**src/core/stfs_pkg.sv**
```systemverilog
// Shared types, timing counts and reset values of the supply and thermal fault supervisor.
`default_nettype none

package stfs_pkg;

    ////////////////////////////////////////////////////////////////////////////////
    // Clock and timing. Each time is kept in its own unit; counts derive from it.
    localparam int unsigned CLK_PERIOD_NS = 10;
    localparam int unsigned RESET_FILTER_NS = 10000;
    localparam int unsigned RESET_FILTER_CYC = RESET_FILTER_NS / CLK_PERIOD_NS;
    localparam int unsigned RESET_DELAY_US = 2000;
    localparam int unsigned RESET_DELAY_CYC = RESET_DELAY_US * 1000 / CLK_PERIOD_NS;
    localparam int unsigned SHORT_FILTER_US = 4000;
    localparam int unsigned SHORT_FILTER_CYC = SHORT_FILTER_US * 1000 / CLK_PERIOD_NS;
    localparam int unsigned OV_FILTER_NS = 7000;
    localparam int unsigned OV_FILTER_CYC = OV_FILTER_NS / CLK_PERIOD_NS;
    localparam int unsigned SEC_UV_FILTER_NS = 7000;
    localparam int unsigned SEC_UV_FILTER_CYC = SEC_UV_FILTER_NS / CLK_PERIOD_NS;
    // Minimum fail-safe hold after a device thermal shutdown; plain default value.
    localparam int unsigned DEVICE_OVERTEMP_SHUTDOWN_FLAG_MIN_US = 1000000;
    localparam int unsigned DEVICE_OVERTEMP_SHUTDOWN_FLAG_MIN_CYC = DEVICE_OVERTEMP_SHUTDOWN_FLAG_MIN_US * 1000 / CLK_PERIOD_NS;

    ////////////////////////////////////////////////////////////////////////////////
    // Field codes and indices.
    localparam logic [1:0] RT_DISABLED = 2'h3;
    localparam logic [1:0] FAIL_NONE = 2'h0;
    localparam logic [1:0] FAIL_OVERTEMP = 2'h1;
    localparam logic BUS_WAKE_EN_RESET = 1'h0;
    localparam int unsigned NUM_LIN = 2;
    localparam int unsigned NUM_XCVR = 3;
    localparam int unsigned NUM_BLOCKS = 4;
    localparam int unsigned BLK_SEC = 0;
    localparam int unsigned BLK_XCVR0 = 1;

    // Operating mode as reported by the mode controller.
    typedef enum logic [2:0] {
        MODE_INIT = 3'h0,
        MODE_NORMAL = 3'h1,
        MODE_STOP = 3'h3,
        MODE_SLEEP = 3'h2,
        MODE_RESTART = 3'h6,
        MODE_FAILSAFE = 3'h7
    } stfs_mode_t;

    // Reset output sequencer.
    typedef enum logic [1:0] {
        RST_HOLD = 2'h0,
        RST_DELAY = 2'h1,
        RST_RUN = 2'h3
    } stfs_rst_t;

    // Comparator and wake inputs, all asynchronous to the clock.
    typedef struct packed {
        logic porOk;
        logic [2:0] mainBelowRt;
        logic mainOver;
        logic vsAboveTimeout;
        logic linSupplyLow;
        logic secBelowUv;
        logic [3:0] blockHot;
        logic buckPrewarn;
        logic buckHot;
        logic canWake;
        logic [1:0] linWake;
        logic wakePin;
    } stfs_sense_t;

    // Status flags; the same layout serves as the clear mask.
    typedef struct packed {
        logic por;
        logic linSupplyUv;
        logic mainUv;
        logic mainOv;
        logic mainShort;
        logic buckShort;
        logic secUv;
        logic blockTsd;
        logic secOt;
        logic tempPrewarn;
        logic deviceTsd;
        logic [2:0][1:0] xcvrFail;
    } stfs_flags_t;

    localparam stfs_flags_t FLAGS_POR = '{por: 1'b1, default: '0};

endpackage

`default_nettype wire

```
**src/core/stfs_filter.sv**
```systemverilog
// Hold-time filter: output rises once the input level has stood for CYCLES cycles.
`default_nettype none

module stfs_filter
    import stfs_pkg::*;
#(
    parameter int unsigned CYCLES = 1
) (
    input wire logic ref_clk,
    input wire logic clear_n,
    input wire logic level,
    output logic held
);

    logic [31:0] count_q;
    wire atEnd = (count_q >= 32'(CYCLES - 1));

    // Any drop of the level restarts the count, so glitches never accumulate.
    always_ff @(posedge ref_clk) begin
        if (!clear_n || !level) begin
            count_q <= '0;
            held <= 1'b0;
        end else if (!atEnd) begin
            count_q <= count_q + 32'h1;
        end else begin
            held <= 1'b1;
        end
    end

endmodule

`default_nettype wire

```
**src/core/stfs_supervisor.sv**
```systemverilog
// Supply, reset and thermal fault supervisor of the system basis chip.
//
// What this block does
// - Bus-wake watchdog start bit changes only in Normal.
// - Stop-mode bus wake restarts disabled watchdog, long window.
// - Stop-mode bus wake interrupts, pulls receive output low.
// - Power-on sets flag, loads all defaults.
// - Reset held until main output high plus delay.
// - Battery loss resets; restart in Init afterwards.
// - LIN supply low: flag and receive-only.
// - Main undervoltage: reset, restart, flag; threshold selectable.
// - Threshold select 11 disables main undervoltage.
// - No main undervoltage flag in Sleep, Fail-Safe, except from a sustained short.
// - Overvoltage detection only in Init, Normal, Stop.
// - Overvoltage flags always; optional reset, then Normal.
// - Sustained short: Fail-Safe, buck off, three flags.
// - Any wake reactivates after short-circuit shutdown.
// - Switcher status bits change no mode, no transceiver.
// - Filtered secondary undervoltage sets sticky warning flag.
// - First thermal level switches blocks off, sets flag.
// - Secondary overtemperature clears on-control, sets flag.
// - Transceiver overtemperature disables transmitter, field 01.
// - Buck prewarning sets flag while buck runs.
// - Device thermal shutdown only in PWM operation.
// - Device thermal shutdown holds Fail-Safe, minimum time.
`default_nettype none

module stfs_supervisor
    import stfs_pkg::*;
#(
    parameter int unsigned RESET_DELAY_CYCLES = RESET_DELAY_CYC,
    parameter int unsigned SHORT_FILTER_CYCLES = SHORT_FILTER_CYC,
    parameter int unsigned DEVICE_OVERTEMP_SHUTDOWN_FLAG_MIN_CYCLES = DEVICE_OVERTEMP_SHUTDOWN_FLAG_MIN_CYC
) (
    input wire logic ref_clk,
    input wire logic reset_n,
    input wire stfs_sense_t sense,
    input wire stfs_mode_t mode,
    input wire logic [1:0] resetThresholdSelect,
    input wire logic overvoltResetEnable,
    input wire logic busWakeEnWrite,
    input wire logic busWakeEnData,
    input wire logic watchdogOffInStop,
    input wire logic watchdogActive,
    input wire logic buckOn,
    input wire logic buckPwm,
    input wire logic secondaryRamping,
    input wire logic [3:0] blockOn,
    input wire stfs_flags_t flagClear,
    output stfs_flags_t flags,
    output logic busWakeWatchdogStartEnable,
    output logic resetOutputN,
    output logic initRequest,
    output logic restartRequest,
    output logic resumeNormal,
    output logic failsafeRequest,
    output logic failsafeOutputs,
    output logic defaultWakeEnable,
    output logic buckOff,
    output logic wakeReactivate,
    output logic wakeInterrupt,
    output logic watchdogLongWindowStart,
    output logic canReceiveLow,
    output logic [1:0] linReceiveLow,
    output logic [1:0] linReceiveOnly,
    output logic secondaryOnClear,
    output logic [2:0] txDisable
);

    ////////////////////////////////////////////////////////////////////////////////
    // Decode helpers.

    // Modes in which the main regulator is expected to run and be watched.
    function automatic logic regulatorWatched(input stfs_mode_t m);
        return (m == MODE_INIT) || (m == MODE_NORMAL) || (m == MODE_STOP);
    endfunction

    // Sticky flag update. Set beats clear; a clear is ignored while the cause stays.
    function automatic logic stickyNext(input logic q, input logic set,
                                        input logic clr, input logic cause);
        return set | (q & ~(clr & ~cause));
    endfunction

    ////////////////////////////////////////////////////////////////////////////////
    // Input synchronisation and core reset.

    stfs_sense_t sync;
    logic coreRst_n;

    // Comparator outputs cross into the clock domain before any logic reads them.
    stfs_sync #(
        .WIDTH($bits(stfs_sense_t))
    ) u_sync (
        .ref_clk(ref_clk),
        .reset_n(reset_n),
        .asyncIn(sense),
        .syncOut(sync)
    );

    // Losing the battery supply resets every register of the block except the input synchroniser.
    assign coreRst_n = reset_n & sync.porOk;

    ////////////////////////////////////////////////////////////////////////////////
    // Main regulator threshold selection and filters.

    logic belowSel;
    logic uvLevel;
    logic uvFilt;
    logic ovFilt;
    logic ovActive;
    logic scLevel;
    logic scFilt;
    logic scTrip;
    logic secUvFilt;
    logic delayDone;
    logic tsd2Done;
    stfs_rst_t rst_q;
    stfs_rst_t rst_d;
    logic ovRstHold_q;
    logic scLatched_q;
    logic tsd2Hold_q;

    // Select code 11 masks the undervoltage comparator entirely.
    assign belowSel = (resetThresholdSelect == RT_DISABLED) ? 1'b0
                    : sync.mainBelowRt[resetThresholdSelect];
    // With the regulator off in Sleep or Fail-Safe, a low output is expected.
    assign uvLevel = belowSel & regulatorWatched(mode)
                   | belowSel & (mode == MODE_RESTART);
    assign ovActive = ovFilt & regulatorWatched(mode);
    assign scLevel = belowSel & sync.vsAboveTimeout & ~scLatched_q;
    assign scTrip = scFilt & ~scLatched_q;

    // All filter and delay times are counters on the system clock.
    stfs_filter #(.CYCLES(RESET_FILTER_CYC)) u_uvFilter (
        .ref_clk(ref_clk),
        .clear_n(coreRst_n),
        .level(uvLevel),
        .held(uvFilt)
    );

    stfs_filter #(.CYCLES(OV_FILTER_CYC)) u_ovFilter (
        .ref_clk(ref_clk),
        .clear_n(coreRst_n),
        .level(sync.mainOver),
        .held(ovFilt)
    );

    stfs_filter #(.CYCLES(SHORT_FILTER_CYCLES)) u_scFilter (
        .ref_clk(ref_clk),
        .clear_n(coreRst_n),
        .level(scLevel),
        .held(scFilt)
    );

    stfs_filter #(.CYCLES(SEC_UV_FILTER_CYC)) u_secUvFilter (
        .ref_clk(ref_clk),
        .clear_n(coreRst_n),
        .level(sync.secBelowUv),
        .held(secUvFilt)
    );

    stfs_filter #(.CYCLES(RESET_DELAY_CYCLES)) u_delayTimer (
        .ref_clk(ref_clk),
        .clear_n(coreRst_n),
        .level(rst_q == RST_DELAY),
        .held(delayDone)
    );

    stfs_filter #(.CYCLES(DEVICE_OVERTEMP_SHUTDOWN_FLAG_MIN_CYCLES)) u_tsd2Timer (
        .ref_clk(ref_clk),
        .clear_n(coreRst_n),
        .level(tsd2Hold_q),
        .held(tsd2Done)
    );

    ////////////////////////////////////////////////////////////////////////////////
    // Reset output sequencer.

    // The output is released only after the main rail has stood above its
    // threshold for the whole delay; an undervoltage, an overvoltage reset or a short restarts the sequence.
    always_comb begin
        rst_d = rst_q;
        unique case (rst_q)
            RST_HOLD: begin
                if (!belowSel && !ovRstHold_q && !scLatched_q) begin
                    rst_d = RST_DELAY;
                end
            end
            RST_DELAY: begin
                if (belowSel || ovRstHold_q || scLatched_q) begin
                    rst_d = RST_HOLD;
                end else if (delayDone) begin
                    rst_d = RST_RUN;
                end
            end
            RST_RUN: begin
                if (uvFilt || ovRstHold_q || scLatched_q) begin
                    rst_d = RST_HOLD;
                end
            end
            default: begin
                rst_d = RST_HOLD;
            end
        endcase
    end

    always_ff @(posedge ref_clk) begin
        if (!coreRst_n) begin
            rst_q <= RST_HOLD;
            resetOutputN <= 1'b0;
        end else begin
            rst_q <= rst_d;
            resetOutputN <= (rst_d == RST_RUN);
        end
    end

    ////////////////////////////////////////////////////////////////////////////////
    // Mode requests. Only supply and thermal causes below steer the mode; the
    // switcher status bits are not inputs here, so they never change it.

    logic anyWake;
    logic busWake;
    logic [3:0] wake_q;
    logic [3:0] wakeEdge;
    logic tsd2Trip;

    assign wakeEdge = {sync.canWake, sync.linWake, sync.wakePin} & ~wake_q;
    assign busWake = wakeEdge[3] | wakeEdge[2] | wakeEdge[1];
    assign anyWake = |wakeEdge;
    // Device shutdown watches only the buck in PWM operation.
    assign tsd2Trip = sync.buckHot & buckOn & buckPwm & ~tsd2Hold_q;

    // Overvoltage reset is held until the rail falls back, whatever the mode.
    always_ff @(posedge ref_clk) begin
        if (!coreRst_n) begin
            ovRstHold_q <= 1'b0;
            resumeNormal <= 1'b0;
            restartRequest <= 1'b0;
        end else begin
            ovRstHold_q <= (ovActive & overvoltResetEnable) | (ovRstHold_q & ovFilt);
            resumeNormal <= ovRstHold_q & ~ovFilt;
            restartRequest <= uvFilt | ovRstHold_q;
        end
    end

    // Fail-Safe latches; a wake ends them, the thermal one only after its
    // minimum time and once the buck has cooled.
    always_ff @(posedge ref_clk) begin
        if (!coreRst_n) begin
            scLatched_q <= 1'b0;
            tsd2Hold_q <= 1'b0;
            wakeReactivate <= 1'b0;
            wake_q <= '0;
        end else begin
            wake_q <= {sync.canWake, sync.linWake, sync.wakePin};
            scLatched_q <= scTrip | (scLatched_q & ~anyWake);
            tsd2Hold_q <= tsd2Trip
                        | (tsd2Hold_q & ~(tsd2Done & anyWake & ~sync.buckHot));
            wakeReactivate <= anyWake & (scLatched_q | (tsd2Hold_q & tsd2Done));
        end
    end

    assign failsafeRequest = scLatched_q | tsd2Hold_q;
    assign failsafeOutputs = scLatched_q | tsd2Hold_q;
    assign defaultWakeEnable = tsd2Hold_q | scLatched_q;
    assign buckOff = scLatched_q;

    // Init request stands during the internal reset and one cycle after it.
    always_ff @(posedge ref_clk) begin
        if (!coreRst_n) begin
            initRequest <= 1'b1;
        end else begin
            initRequest <= 1'b0;
        end
    end

    ////////////////////////////////////////////////////////////////////////////////
    // Bus wake in Stop mode and the watchdog restart.

    logic stopBusWake;

    assign stopBusWake = (mode == MODE_STOP) & busWake;

    // The enable may be written only in Normal, and the block never clears it;
    // software must set it before Stop and must itself re-arm the watchdog off
    // sequence in Normal after a wake has restarted it.
    always_ff @(posedge ref_clk) begin
        if (!coreRst_n) begin
            busWakeWatchdogStartEnable <= BUS_WAKE_EN_RESET;
        end else if (busWakeEnWrite && mode == MODE_NORMAL) begin
            busWakeWatchdogStartEnable <= busWakeEnData;
        end
    end

    // Receive outputs stay low from the wake until the mode leaves Stop.
    always_ff @(posedge ref_clk) begin
        if (!coreRst_n) begin
            wakeInterrupt <= 1'b0;
            watchdogLongWindowStart <= 1'b0;
            canReceiveLow <= 1'b0;
            linReceiveLow <= '0;
        end else begin
            wakeInterrupt <= stopBusWake;
            watchdogLongWindowStart <= stopBusWake & busWakeWatchdogStartEnable
                                     & watchdogOffInStop;
            canReceiveLow <= (mode == MODE_STOP)
                           & (canReceiveLow | wakeEdge[3]);
            linReceiveLow <= {2{mode == MODE_STOP}}
                           & (linReceiveLow | wakeEdge[2:1]);
        end
    end

    ////////////////////////////////////////////////////////////////////////////////
    // Individual block thermal protection.

    logic secProtect;
    logic [3:0] blockTrip;
    logic [2:0][1:0] failNext;

    // Secondary regulator is guarded only in Normal, or Stop with watchdog.
    assign secProtect = (mode == MODE_NORMAL) | ((mode == MODE_STOP) & watchdogActive);

    genvar gi;
    generate
        for (gi = 0; gi < NUM_BLOCKS; gi++) begin : g_block
            if (gi == BLK_SEC) begin : g_sec
                assign blockTrip[gi] = sync.blockHot[gi] & blockOn[gi] & secProtect;
            end else begin : g_xcvr
                // Protection acts only on a block that is switched on.
                assign blockTrip[gi] = sync.blockHot[gi] & blockOn[gi];
            end
        end
        for (gi = 0; gi < NUM_XCVR; gi++) begin : g_fail
            // Field goes to 01 on a trip and returns to 00 only on a clear
            // given after the block has cooled.
            assign failNext[gi] = blockTrip[gi + BLK_XCVR0] ? FAIL_OVERTEMP
                : ((flagClear.xcvrFail[gi] != FAIL_NONE)
                   && !sync.blockHot[gi + BLK_XCVR0]) ? FAIL_NONE
                : flags.xcvrFail[gi];
        end
    endgenerate

    // Transmitters return on their own once cool; the transceiver mode stays.
    always_ff @(posedge ref_clk) begin
        if (!coreRst_n) begin
            txDisable <= '0;
            secondaryOnClear <= 1'b0;
            linReceiveOnly <= '0;
        end else begin
            txDisable <= blockTrip[3:1];
            secondaryOnClear <= blockTrip[BLK_SEC];
            linReceiveOnly <= {NUM_LIN{sync.linSupplyLow}};
        end
    end

    ////////////////////////////////////////////////////////////////////////////////
    // Status flags.

    stfs_flags_t flagsNext;

    always_comb begin
        flagsNext = flags;
        flagsNext.por = flags.por & ~flagClear.por;
        flagsNext.linSupplyUv = stickyNext(flags.linSupplyUv, sync.linSupplyLow,
                                           flagClear.linSupplyUv, sync.linSupplyLow);
        flagsNext.mainUv = stickyNext(flags.mainUv, uvFilt | scTrip,
                                      flagClear.mainUv, belowSel);
        flagsNext.mainOv = stickyNext(flags.mainOv, ovActive,
                                      flagClear.mainOv, ovFilt);
        flagsNext.mainShort = stickyNext(flags.mainShort, scTrip,
                                         flagClear.mainShort, scLatched_q);
        flagsNext.buckShort = stickyNext(flags.buckShort, scTrip,
                                         flagClear.buckShort, scLatched_q);
        // Ramping of the secondary regulator masks the undervoltage warning.
        flagsNext.secUv = stickyNext(flags.secUv, secUvFilt & ~secondaryRamping,
                                     flagClear.secUv, sync.secBelowUv);
        flagsNext.blockTsd = stickyNext(flags.blockTsd, |blockTrip,
                                        flagClear.blockTsd, |sync.blockHot);
        flagsNext.secOt = stickyNext(flags.secOt, blockTrip[BLK_SEC],
                                     flagClear.secOt, sync.blockHot[BLK_SEC]);
        flagsNext.tempPrewarn = stickyNext(flags.tempPrewarn, sync.buckPrewarn & buckOn,
                                           flagClear.tempPrewarn, sync.buckPrewarn);
        // Device shutdown flag may be cleared only in Normal after cooling.
        flagsNext.deviceTsd = stickyNext(flags.deviceTsd, tsd2Trip, flagClear.deviceTsd,
                                         sync.buckHot | (mode != MODE_NORMAL));
        flagsNext.xcvrFail = failNext;
    end

    // Power-on loads the flags with the power-on flag already set.
    always_ff @(posedge ref_clk) begin
        if (!coreRst_n) begin
            flags <= FLAGS_POR;
        end else begin
            flags <= flagsNext;
        end
    end

endmodule

`default_nettype wire

```
**src/core/stfs_sync.sv**
```systemverilog
// Two-flop synchroniser for the asynchronous comparator and wake inputs.
`default_nettype none

module stfs_sync
    import stfs_pkg::*;
#(
    parameter int unsigned WIDTH = 1
) (
    input wire logic ref_clk,
    input wire logic reset_n,
    input wire logic [WIDTH-1:0] asyncIn,
    output logic [WIDTH-1:0] syncOut
);

    logic [WIDTH-1:0] meta_q;

    // Only the second stage is visible outside; the first may be metastable.
    always_ff @(posedge ref_clk) begin
        if (!reset_n) begin
            meta_q <= '0;
            syncOut <= '0;
        end else begin
            meta_q <= asyncIn;
            syncOut <= meta_q;
        end
    end

endmodule

`default_nettype wire

```
**config.mk**
```make
export PLATFORM = sky130hd
export DESIGN_NAME = stfs_supervisor
export DESIGN_NICKNAME = d
export VERILOG_FILES = /design/src/core/stfs_pkg.sv /design/src/core/stfs_filter.sv /design/src/core/stfs_supervisor.sv /design/src/core/stfs_sync.sv
export SDC_FILE = /design/constraint.sdc
export NUM_CORES = 1
export LEC_CHECK = 0
export BUFFER_PORTS_ARGS = -buffer_cell sky130_fd_sc_hd__buf_4
export CAP_MARGIN = 20
export CORE_ASPECT_RATIO = 0.6
export CORE_MARGIN = 2
export CORE_UTILIZATION = 33
export DETAILED_ROUTE_END_ITERATION = 8
export PLACE_DENSITY = 0.56
export SYNTH_ARGS = -nofsm -noshare
export SYNTH_HDL_FRONTEND = slang
export SYNTH_HIERARCHICAL = 1
export SYNTH_SLANG_ARGS = --single-unit
```
**constraint.sdc**
```tcl
create_clock -name ref_clk -period 2.3 [get_ports ref_clk]
set_clock_uncertainty 0.1 [all_clocks]
set_input_delay 0.46 -clock ref_clk [delete_from_list [all_inputs] [get_ports ref_clk]]
set_output_delay 0.46 -clock ref_clk [all_outputs]
set_load 0.005 [all_outputs]
```
# After elaboration in Yosys (flattened, before gate mapping)
# Index checks and enable logic that the tools add are counted.
# op_classes
add_sub_neg	6
n_mul	0
n_div	0
magnitude_cmp	7
eq_ne	8
shift	0
n_mux	15
bitwise_logic	104
n_reduce_logical	42
# ops
op	count
adder 32 x 1 -> 32 bit, second input constant	6
>= comparator 32 x 10 -> 1 bit, second input constant	3
bitwise AND 1 bit	52
>= comparator 32 x 18 -> 1 bit, second input constant	1
>= comparator 32 x 19 -> 1 bit, second input constant	1
>= comparator 32 x 27 -> 1 bit, second input constant	1
inverter 1 bit	25
bitwise OR 1 bit	23
zero test 1 bit	13
logical OR 1 bit	12
nonzero test 2 bit	6
OR reduction 4 bit	3
two-way mux 1 bit	9
two-way mux 2 bit	4
== test 2 bit, second input constant	3
logical AND 1 bit	6
one-hot mux 2 bit (3 select lines)	1
bitwise AND 4 bit	1
inverter 4 bit	1
== test 3 x 1 -> 1 bit, second input constant	1
== test 3 x 2 -> 1 bit, second input constant	1
== test 3 bit, second input constant	1
zero test 3 bit	1
< comparator 2 x 3 -> 1 bit, second input constant	1
6 further kinds	6
# word_totals
reg_bits	273
latchBits	0
mem_bits_rw	0
rom_bits	0
output_inout_bits	38
elab_cells	228
memories	0

# Logic depth before layout (Yosys ltp)
# Gate-level depths: netlist of run 1.
# depth
word_depth	9
mapped_depth	9

# Cells and area by module
# Netlist of run 1, hierarchy kept.
# modules_own_cells
mod	n_inst	cells_each	area_per_inst_um2
stfs_filter (u_ovFilter ...)	2	119	1173.6
stfs_filter (u_tsd2Timer)	1	174	1535.2
stfs_supervisor	1	162	1471.4
stfs_filter (u_scFilter)	1	154	1371.3
stfs_filter (u_delayTimer)	1	150	1358.8
stfs_filter (u_uvFilter)	1	130	1288.7
stfs_sync	1	75	1006.0

# Worst setup path after synthesis of run 1
# Ideal clock, no wire load.
# synth_path
kind	register -> register
from	register u_scFilter.count_q[31]
to	register u_scFilter.count_q[15]
setup_ns	0.072
t_arrival_ns	1.905
path_slack_ns	0.223
path_stages_with_launch	7
path_buffers	1
period_less_slack_ns	2.077
path_cell_list	dfxtp_1 nor4_2 nand4_1 or4_1 buf_2 or4_1 a21oi_1
# synth_via
elab_chain_cells	1
# synth_lines
element	line	text
start, declared	stfs_filter.sv:15	logic [31:0] count_q;
start signal, assigned	stfs_filter.sv:24	count_q <= count_q + 32'h1;
>= comparator 32 x 19 -> 1 bit	stfs_filter.sv:16	wire atEnd = (count_q >= 32'(CYCLES - 1));
# No other way between the ends.
# A chain may end at the register's enable or synchronous reset.

# Final worst setup path of run 1
# layout_path
from	register u_tsd2Timer.count_q[27]
to	register u_tsd2Timer.count_q[19]
# layout_via
elab_chain_cells	1
# layout_lines
element	line
start, declared	stfs_filter.sv:15
start signal, assigned	stfs_filter.sv:24
>= comparator 32 x 27 -> 1 bit	stfs_filter.sv:16
# No other way between the ends.

==> results.json, run 1 <==
{
  "fmax_mhz": 455.4,
  "wl_um": 23740,
  "worst_hold_slack_ns": 0.03359,
  "startpoint_type": "register",
  "slew_headroom_pct": 60.04,
  "grt_pass1_wl_um": 38780,
  "port_buffers": 88,
  "yosys.area_share.simple_pct": 30.11,
  "yosys.area.top_type": "dfxtp_1",
  "total_power_mw": 9.387,
  "first_global_vias": 7266,
  "h-tree-depth": 1,
  "numCtsBuffers": 27,
  "clock_sinks": 273,
  "dr.first_iter.drc_count": 578,
  "detail-route-antenna-nets": 0,
  "synth_adder_area_share_pct": 0.7233,
  "wire_per_inst_um": 14.51,
  "vdd_drop_max_mv": 0.5023,
  "fin_cells": 1636,
  "vias": 7984,
  "synth_mux_area_share_pct": 0.8680,
  "syn_inst": 1083,
  "dp_slack_ns": -0.002077,
  "drc": 0,
  "coreArea_um2": 31090,
  "end_kind": "register",
  "fin_ws_ns": 0.1041,
  "antenna_found_initial": 0,
  "min_path_type": "in -> reg",
  "synth_area_leaders": "dfxtp_1 (53%), and3_1 (7.2%), a21oi_1 (2.8%), nor2_1 (2.7%), and2_2 (2.6%)",
  "area_growth_pct": 21.84,
  "fin_crit_ns": 2.196,
  "worst_slew_pin_slew_ns": 0.5988,
  "vias_per_cell": 4.880,
  "clock_tree.root_cell": "clkbuf_16",
  "ys_warn_count": 6,
  "routabilityCongestion": 0.7957,
  "place_inst": 1583,
  "setup_viol": 0,
  "yosysMostFrequentCell": "dfxtp_1",
  "synth_xor_area_share_pct": 2.110,
  "fillers": 3014,
  "synth_compound_area_share_pct": 10.25,
  "required_ns": 2.67,
  "startpoint": "u_tsd2Timer/count_q[27]$_SDFFE_PP0N_",
  "async_reset_ff_share_pct": 0,
  "ys_top_cells_by_count": "dfxtp_1 (273), and3_1 (120), nor2_1 (75)",
  "die_h_um": 141.4,
  "io_pins": 92,
  "clk_latency_ns": 0.55,
  "path_class": "reg -> reg",
  "period_share_pct": 95.47,
  "rows": 50,
  "rsz0062_at_grt": "no",
  "die_area_um2": 32930,
  "drv_cap": 0,
  "ys_ff_latch": 273,
  "synth_area_um2": 10380,
  "syn_area_per_cell_um2": 9.583,
  "status": "finished clean",
  "diodes": 0,
  "netlist.area_leader.share_pct": 52.66,
  "initial_core_util_pct": 33.38,
  "hold_viol_final": 0,
  "synth_cell_types": 72,
  "p_per_area_nw_per_um2": 742.3,
  "ys.flop_type": "dfxtp_1",
  "cts_tree": "yes",
  "worst_hold_startpoint": "sense[5]",
  "synth_edf_count": 0,
  "dp_hpwl_um": 16530,
  "drive_gt1_share_pct": 21.07,
  "synth_top_family_by_area": "simple AND/OR/NAND/NOR gates",
  "grt_max_degree": 42,
  "crit_arrival_ns": 2.56,
  "die-width_um": 233.0,
  "groute.usage.overall_pct": 14.35,
  "grt_overflow": 0,
  "leakage_nw": 5.133,
  "yosysSeqAreaShare_pct": 52.66,
  "nets": 1262,
  "critical_path_peak_fanout": 7,
  "firstDrtPassIters": 5,
  "slew_violations": 0,
  "reg2reg_from": "u_tsd2Timer/count_q[27]$_SDFFE_PP0N_",
  "clk_path_buf_depth": 3,
  "clkTransAtPathRegs_ns": 0.06
}
[final timing paths]
path         slack (ns)  depth (start not counted)                                   end
max reg2reg        0.10                          6  u_tsd2Timer/count_q[19]$_SDFFE_PP0N_
min                0.03                          2           u_sync/meta_q[5]$_SDFF_PN0_
max                0.10                          6  u_tsd2Timer/count_q[19]$_SDFFE_PP0N_
min reg2reg        0.35                          1         u_sync/syncOut[17]$_SDFF_PN0_
[through the flow]
step                      utilization (%)  cell area [µm²]  setup TNS, ns
after floorplan                         -            10390              0
after global placement              37.50            11660       -0.02561
after detailed placement            37.50            11660      -0.002077
after CTS                           40.39            12560              0
after global routing                40.67            12650              0
final                               40.67            12650              0
[metal layers]
metal	vias up	wire [µm]	part of all wire, %	global-route usage [%]
met5	-	0	0	0
met4	0	439	1.8	3.486
met3	27	915	3.9	3.075
met2	101	9694	41	20.33
met1	3693	12690	53	21.84
li1	4163	-	-	-
[logic make-up after synthesis]
family / after synthesis
XOR/XNOR: 25
flip-flops: 273
adder cells (fa/ha/maj): 6
multiplexers: 9
AO/OA/AOI/OAI: 167
AND/OR/NAND/NOR: 528
other: 1
buffers and inverters: 74
[layout make-up]
type / instances / area [µm²] / share of cell area [%]
clock buffers: 39 / 810.8 / 6.411
well taps: 416 / 520.5 / 4.116
flip-flops and latches: 273 / 5465 / 43.22
inverters: 22 / 82.58 / 0.6530
multi-input cells: 739 / 4644 / 36.73
clock inverters: 8 / 76.32 / 0.6035
repair buffers: 139 / 1046 / 8.271
[flip-flops by register name, summed over array words and instances, names as in the netlist, 2 cells and up]
signal                 cells
u_delayTimer/count_q      32
u_ovFilter/count_q        32
u_scFilter/count_q        32
u_secUvFilter/count_q     32
u_tsd2Timer/count_q       32
u_uvFilter/count_q        32
u_sync/meta_q             18
u_sync/syncOut            18
flags                     14
wake_q                     4
txDisable                  3
linReceiveLow              2
rst_q                      2
[worst max-delay path: stages (launching register included)]
cell and delay, ns:
dfxtp_1 0.31, or4_1 0.59, a211oi_4 0.32, buf_4 0.22
nand4_1 0.13, nor3_1 0.23, mux2i_1 0.22
[layout by cell type, fill, tap and decap left out, drive strengths merged, types with 5 or more instances in the layout]
cell type	count
a21oi	58
a31oi	10
and2	46
and3	122
and4	10
buf	138
clkbuf	39
clkinv	5
dfxtp	273
ha	6
inv	24
mux2i	9
nand2	60
nand2b	13
nand3	48
nand4	34
nor2	76
nor2b	7
nor3	18
nor4	32
o211ai	5
o21ai	43
o31ai	19
or3	28
or4	22
xor2	24
[where the power goes]
part | internal (mW) | total (mW) | leakage (nW) | switching (mW)
clock | 2.55 | 4.41 | 0.444 | 1.86
sequential | 4.76 | 4.77 | 2.21 | 0.0145
combinational | 0.107 | 0.200 | 2.48 | 0.0923
[what timing repair did]
item,CTS,global route
hold endpoints to repair,1,0
endpoints found under the setup margin,1,28
pin swaps,0,7
hold buffers,1,0
cloned,0,1
buffers inserted,0,4
resized for setup,1,9
No activity file was read; power rests on OpenSTA's default activity.
==> inputs of run 2 (changes only) <==
Settings changed: CORE_UTILIZATION 33 to 25, PLACE_DENSITY 0.56 to 0.47.
==> results.json, run 2 (same netlist as run 1, synthesis figures left out) <==
{
  "die_area_um2": 43210,
  "drive_gt1_share_pct": 21.03,
  "p_per_area_nw_per_um2": 737.5,
  "status": "finished clean",
  "vdd_drop_max_mv": 0.4309,
  "postCtsSetupRepairBufs": 0,
  "startpoint_type": "register",
  "postPlaceCellArea_um2": 11930,
  "routabilityCongestion": 0.7914,
  "numCtsBuffers": 28,
  "initial_core_util_pct": 25.49,
  "fin_cells": 1801,
  "io_pins": 92,
  "port_buffers": 88,
  "period_share_pct": 96.59,
  "mostFrequentLayoutCell": "dfxtp_1",
  "antenna_found_initial": 0,
  "die-width_um": 267.0,
  "diodes": 0,
  "dp_hpwl_um": 17320,
  "detail-route-antenna-nets": 0,
  "nets": 1281,
  "die_h_um": 161.8,
  "wl_um": 24710,
  "clk_path_buf_depth": 3,
  "layout_common_cells": "dfxtp_1 (273), buf_4 (141), and3_1 (120), nor2_1 (75), nand2_1 (58)",
  "vias_per_cell": 4.531,
  "clkTransAtPathRegs_ns": 0.06,
  "critical_path_peak_fanout": 3,
  "ff2ff_setup_slack_ns": 0.08,
  "worst_slew_pin_slew_ns": 0.5939,
  "place_inst": 1736,
  "fin_crit_ns": 2.222,
  "area_growth_pct": 25.99,
  "h-tree-depth": 1,
  "r2r-end": "u_delayTimer/count_q[11]$_SDFFE_PP0N_",
  "end_kind": "register",
  "grt_pass1_wl_um": 39900,
  "rows": 57,
  "drc": 0,
  "reg2reg_from": "u_delayTimer/count_q[27]$_SDFFE_PP0N_",
  "crit_arrival_ns": 2.57,
  "clock_sinks": 273,
  "ff2ff_path_depth": 7,
  "cts_tree": "yes",
  "startpoint": "u_delayTimer/count_q[27]$_SDFFE_PP0N_",
  "grt_overflow": 0,
  "hold_viol_final": 0,
  "drv_cap": 0,
  "finish.instance_area_um2": 13080,
  "grt_max_degree": 57,
  "required_ns": 2.65,
  "min_path_type": "in -> reg",
  "firstDrtPassIters": 5,
  "dr.first_iter.drc_count": 408,
  "setup_viol": 0,
  "groute.usage.overall_pct": 11.27,
  "first_global_vias": 7541,
  "leakage_nw": 5.239,
  "fmax_mhz": 450.1,
  "slew_headroom_pct": 60.36,
  "path_class": "reg -> reg",
  "clk_latency_ns": 0.55,
  "slew_violations": 0,
  "fillers": 4168,
  "clock_tree.root_cell": "clkbuf_16",
  "coreArea_um2": 40720,
  "wire_per_inst_um": 13.72,
  "vias": 8160,
  "crit_end": "u_delayTimer/count_q[11]$_SDFFE_PP0N_"
}
-- run 2: cell count changes in the layout (fill, tap and decap cells not counted), sizes merged --
cell | previous run | this run
clkbuf | 39 | 40
inv | 24 | 22
clkinvlp | 0 | 2
dlygate4sd3 | 1 | 15
or3 | 28 | 27
bufinv | 1 | 3
buf | 138 | 143
-- run 2: repair_timing --
action	CTS	global route
hold buffers	15	0
setup endpoints to repair	0	23
resized for setup	0	10
endpoints found under the hold margin	15	0
-- run 2: how the worst min path moves through the flow --
stage                                             from                       endpoint  slack [ns]  cells after the start
final                                        sense[12]   u_sync/meta_q[12]$_SDFF_PN0_        0.03                      2
after CTS                                    sense[12]   u_sync/meta_q[12]$_SDFF_PN0_      0.0006                      2
after detailed placement  u_sync/meta_q[17]$_SDFF_PN0_  u_sync/syncOut[17]$_SDFF_PN0_        0.33                      1
after floorplan           u_sync/meta_q[16]$_SDFF_PN0_  u_sync/syncOut[16]$_SDFF_PN0_        0.32                      1
after global placement    u_sync/meta_q[17]$_SDFF_PN0_  u_sync/syncOut[17]$_SDFF_PN0_        0.33                      1
after global routing                         sense[12]   u_sync/meta_q[12]$_SDFF_PN0_        0.01                      2
-- run 2: layer usage --
layer | global-route usage, % | share of wire [%] | up-vias | wire length, µm
li1 | - | - | 4212 | -
met1 | 16.90 | 53 | 3800 | 13050
met2 | 16.51 | 41 | 115 | 10250
met3 | 2.365 | 4.0 | 33 | 988
met4 | 2.196 | 1.7 | 0 | 425
met5 | 0 | 0 | - | 0
-- run 2: cell type report --
| cell class | count | area (µm²) | share of cell area, % |
|---|---|---|---|
| clock buffer | 40 | 805.8 | 6.162 |
| sequential | 273 | 5465 | 41.80 |
| multi-input combinational | 738 | 4632 | 35.42 |
| timing repair buffer | 158 | 1249 | 9.549 |
| inverter | 22 | 82.58 | 0.6315 |
| tap | 560 | 700.7 | 5.358 |
| clock inverter | 10 | 141.4 | 1.081 |
-- run 2: power breakdown --
part           switching (mW)  internal, mW  total [mW]
clock                    1.89          2.77        4.65
sequential             0.0156          4.76        4.78
combinational          0.0935         0.123       0.216
total                    1.99          7.65        9.64
-- run 2: stage by stage --
step / total power, mW / utilization [%] / setup WS [ns] / hold WS (ns) / setup TNS (ns)
2_1_floorplan: 4.960 / - / 0.2233 / 0.3204 / 0
5_1_grt: 10.03 / 32.11 / -0.05296 / 0.01266 / -0.09363
4_1_cts: 9.857 / 31.99 / 0.01412 / 0.0005572 / 0
3_3_place_gp: 5.081 / 29.30 / 0.04514 / 0.3276 / 0
3_5_place_dp: 5.082 / 29.30 / 0.03470 / 0.3315 / 0
6_report: 9.644 / 32.11 / 0.07839 / 0.03105 / 0
-- run 2: critical path, cell delays in order (launching register included) --
cell and delay (ns):
dfxtp_1 0.31, nor4_1 0.31, nand4_1 0.24, buf_4 0.21
a2111oi_1 0.46, buf_4 0.21, a31oi_1 0.07, a31o_2 0.22
==> inputs of run 3 (changes only) <==
Settings changed: MAX_ROUTING_LAYER set to met4.
==> results.json, run 3 (same netlist as run 1, synthesis figures left out) <==
{
  "initial_core_util_pct": 25.49,
  "postCtsSetupRepairBufs": 0,
  "setup_viol": 0,
  "min_path_type": "in -> reg",
  "fillers": 4168,
  "clk_path_buf_depth": 3,
  "required_ns": 2.65,
  "h-tree-depth": 1,
  "vias_per_cell": 4.517,
  "vias": 8136,
  "fmax_mhz": 450.4,
  "diodes": 0,
  "clkTransAtPathRegs_ns": 0.06,
  "groute.usage.overall_pct": 11.61,
  "layout_common_cells": "dfxtp_1 (273), buf_4 (141), and3_1 (120), nor2_1 (75), nand2_1 (58)",
  "p_int_mw": 7.650,
  "pwr-share-comb_pct": 2.2,
  "place_inst": 1736,
  "clock_sinks": 273,
  "p_per_area_nw_per_um2": 737.8,
  "path_cells": "nor4_1 > nand4_1 > buf_4 > a2111oi_1 > buf_4 > a31oi_1 > a31o_2",
  "cts_tree": "yes",
  "wl_um": 24740,
  "multiInputGateArea_um2": 4632,
  "antenna_found_initial": 0,
  "firstDrtPassIters": 5,
  "startpoint_type": "register",
  "area_growth_pct": 25.99,
  "period_share_pct": 96.53,
  "crit_arrival_ns": 2.57,
  "vdd_drop_max_mv": 0.4316,
  "dp_hpwl_um": 17320,
  "numCtsBuffers": 28,
  "leakage_nw": 5.239,
  "grt_pass1_wl_um": 39920,
  "die_h_um": 161.8,
  "clock_tree.root_cell": "clkbuf_16",
  "pwr-share-seq_pct": 49.5,
  "coreArea_um2": 40720,
  "port_buffers": 88,
  "cpPeakStageDelay_ns": 0.46,
  "slew_headroom_pct": 60.43,
  "crit_top_cell": "buf_4",
  "critPathTopFamily": "compound AO/OA/AOI/OAI gates",
  "slew_violations": 0,
  "detail-route-antenna-nets": 0,
  "drc": 0,
  "grt_overflow": 0,
  "mostFrequentLayoutCell": "dfxtp_1",
  "dr.first_iter.drc_count": 391,
  "worst_slew_pin_slew_ns": 0.5930,
  "hold_viol_final": 0,
  "end_kind": "register",
  "path_class": "reg -> reg",
  "io_pins": 92,
  "cp_num_buf_inv": 2,
  "wire_per_inst_um": 13.74,
  "swShare_pct": 20.71,
  "die-width_um": 267.0,
  "drv_cap": 0,
  "dp_slack_ns": 0.03470,
  "status": "finished clean",
  "fin_tns_setup_ns": 0,
  "die_area_um2": 43210,
  "routabilityCongestion": 0.8026,
  "net-switching-power_mw": 1.997,
  "clk_latency_ns": 0.56,
  "grt_max_degree": 57,
  "first_global_vias": 7541,
  "fin_ws_ns": 0.07978,
  "pwr-share-clk_pct": 48.3,
  "crit_path_top_delay_cell": "a2111oi_1",
  "fin_crit_ns": 2.220,
  "drive_gt1_share_pct": 21.03,
  "rows": 57,
  "fin_cells": 1801,
  "seqCellArea_um2": 5465,
  "nets": 1281,
  "critical_path_peak_fanout": 3
}
## run 3: per-stage QoR
stage	power (mW)	hold slack (ns)	util (%)	area [µm²]
6_report	9.647	0.03063	32.11	13080
3_3_place_gp	5.081	0.3276	29.30	11930
4_1_cts	9.857	0.0005572	31.99	13030
2_1_floorplan	4.960	0.3204	-	10390
3_5_place_dp	5.082	0.3315	29.30	11930
5_1_grt	10.04	0.01266	32.11	13080
## run 3: worst reg2reg max path: stages (launching register included)
cell and delay [ns]:
dfxtp_1 0.31, nor4_1 0.31, nand4_1 0.24, buf_4 0.21, a2111oi_1 0.46, buf_4 0.21, a31oi_1 0.07, a31o_2 0.22
## run 3: worst paths after layout
kind	endpoint	start	slack [ns]	cells after the start
worst min register to register	u_sync/syncOut[17]$_SDFF_PN0_	u_sync/meta_q[17]$_SDFF_PN0_	0.34	1
worst max register to register	u_delayTimer/count_q[11]$_SDFFE_PP0N_	u_delayTimer/count_q[27]$_SDFFE_PP0N_	0.08	7
worst max-delay path	u_delayTimer/count_q[11]$_SDFFE_PP0N_	u_delayTimer/count_q[27]$_SDFFE_PP0N_	0.08	7
worst min-delay path	u_sync/meta_q[12]$_SDFF_PN0_	sense[12]	0.03	2
## run 3: cell type report
type | instances | share of cell area [%]
flip-flops and latches | 273 | 41.80
multi-input cells | 738 | 35.42
repair buffers | 158 | 9.549
clock buffers | 40 | 6.162
well taps | 560 | 5.358
clock inverters | 10 | 1.081
inverters | 22 | 0.6315
## run 3: power groups by stage
stage / Combinational (mW) / Clock (mW) / Sequential [mW]
floorplan: 0.0858 / 0 / 4.87
global placement: 0.199 / 0 / 4.88
detailed placement: 0.200 / 0 / 4.88
CTS: 0.222 / 4.86 / 4.77
global route: 0.241 / 5.02 / 4.78
finish: 0.216 / 4.65 / 4.78
## run 3: timing repair
| action | CTS | global route |
|---|---|---|
| gates resized for setup | 0 | 10 |
| hold buffers | 15 | 0 |
| setup endpoints to repair | 0 | 23 |
| endpoints found under the hold margin | 15 | 0 |
## run 3: metal layers
layer	vias up	share of wire, %	GRT usage, %
li1	4208	-	-
met1	3783	53	16.90
met2	107	42	16.54
met3	38	3.8	2.350
met4	0	1.7	2.196
met5	-	0	-
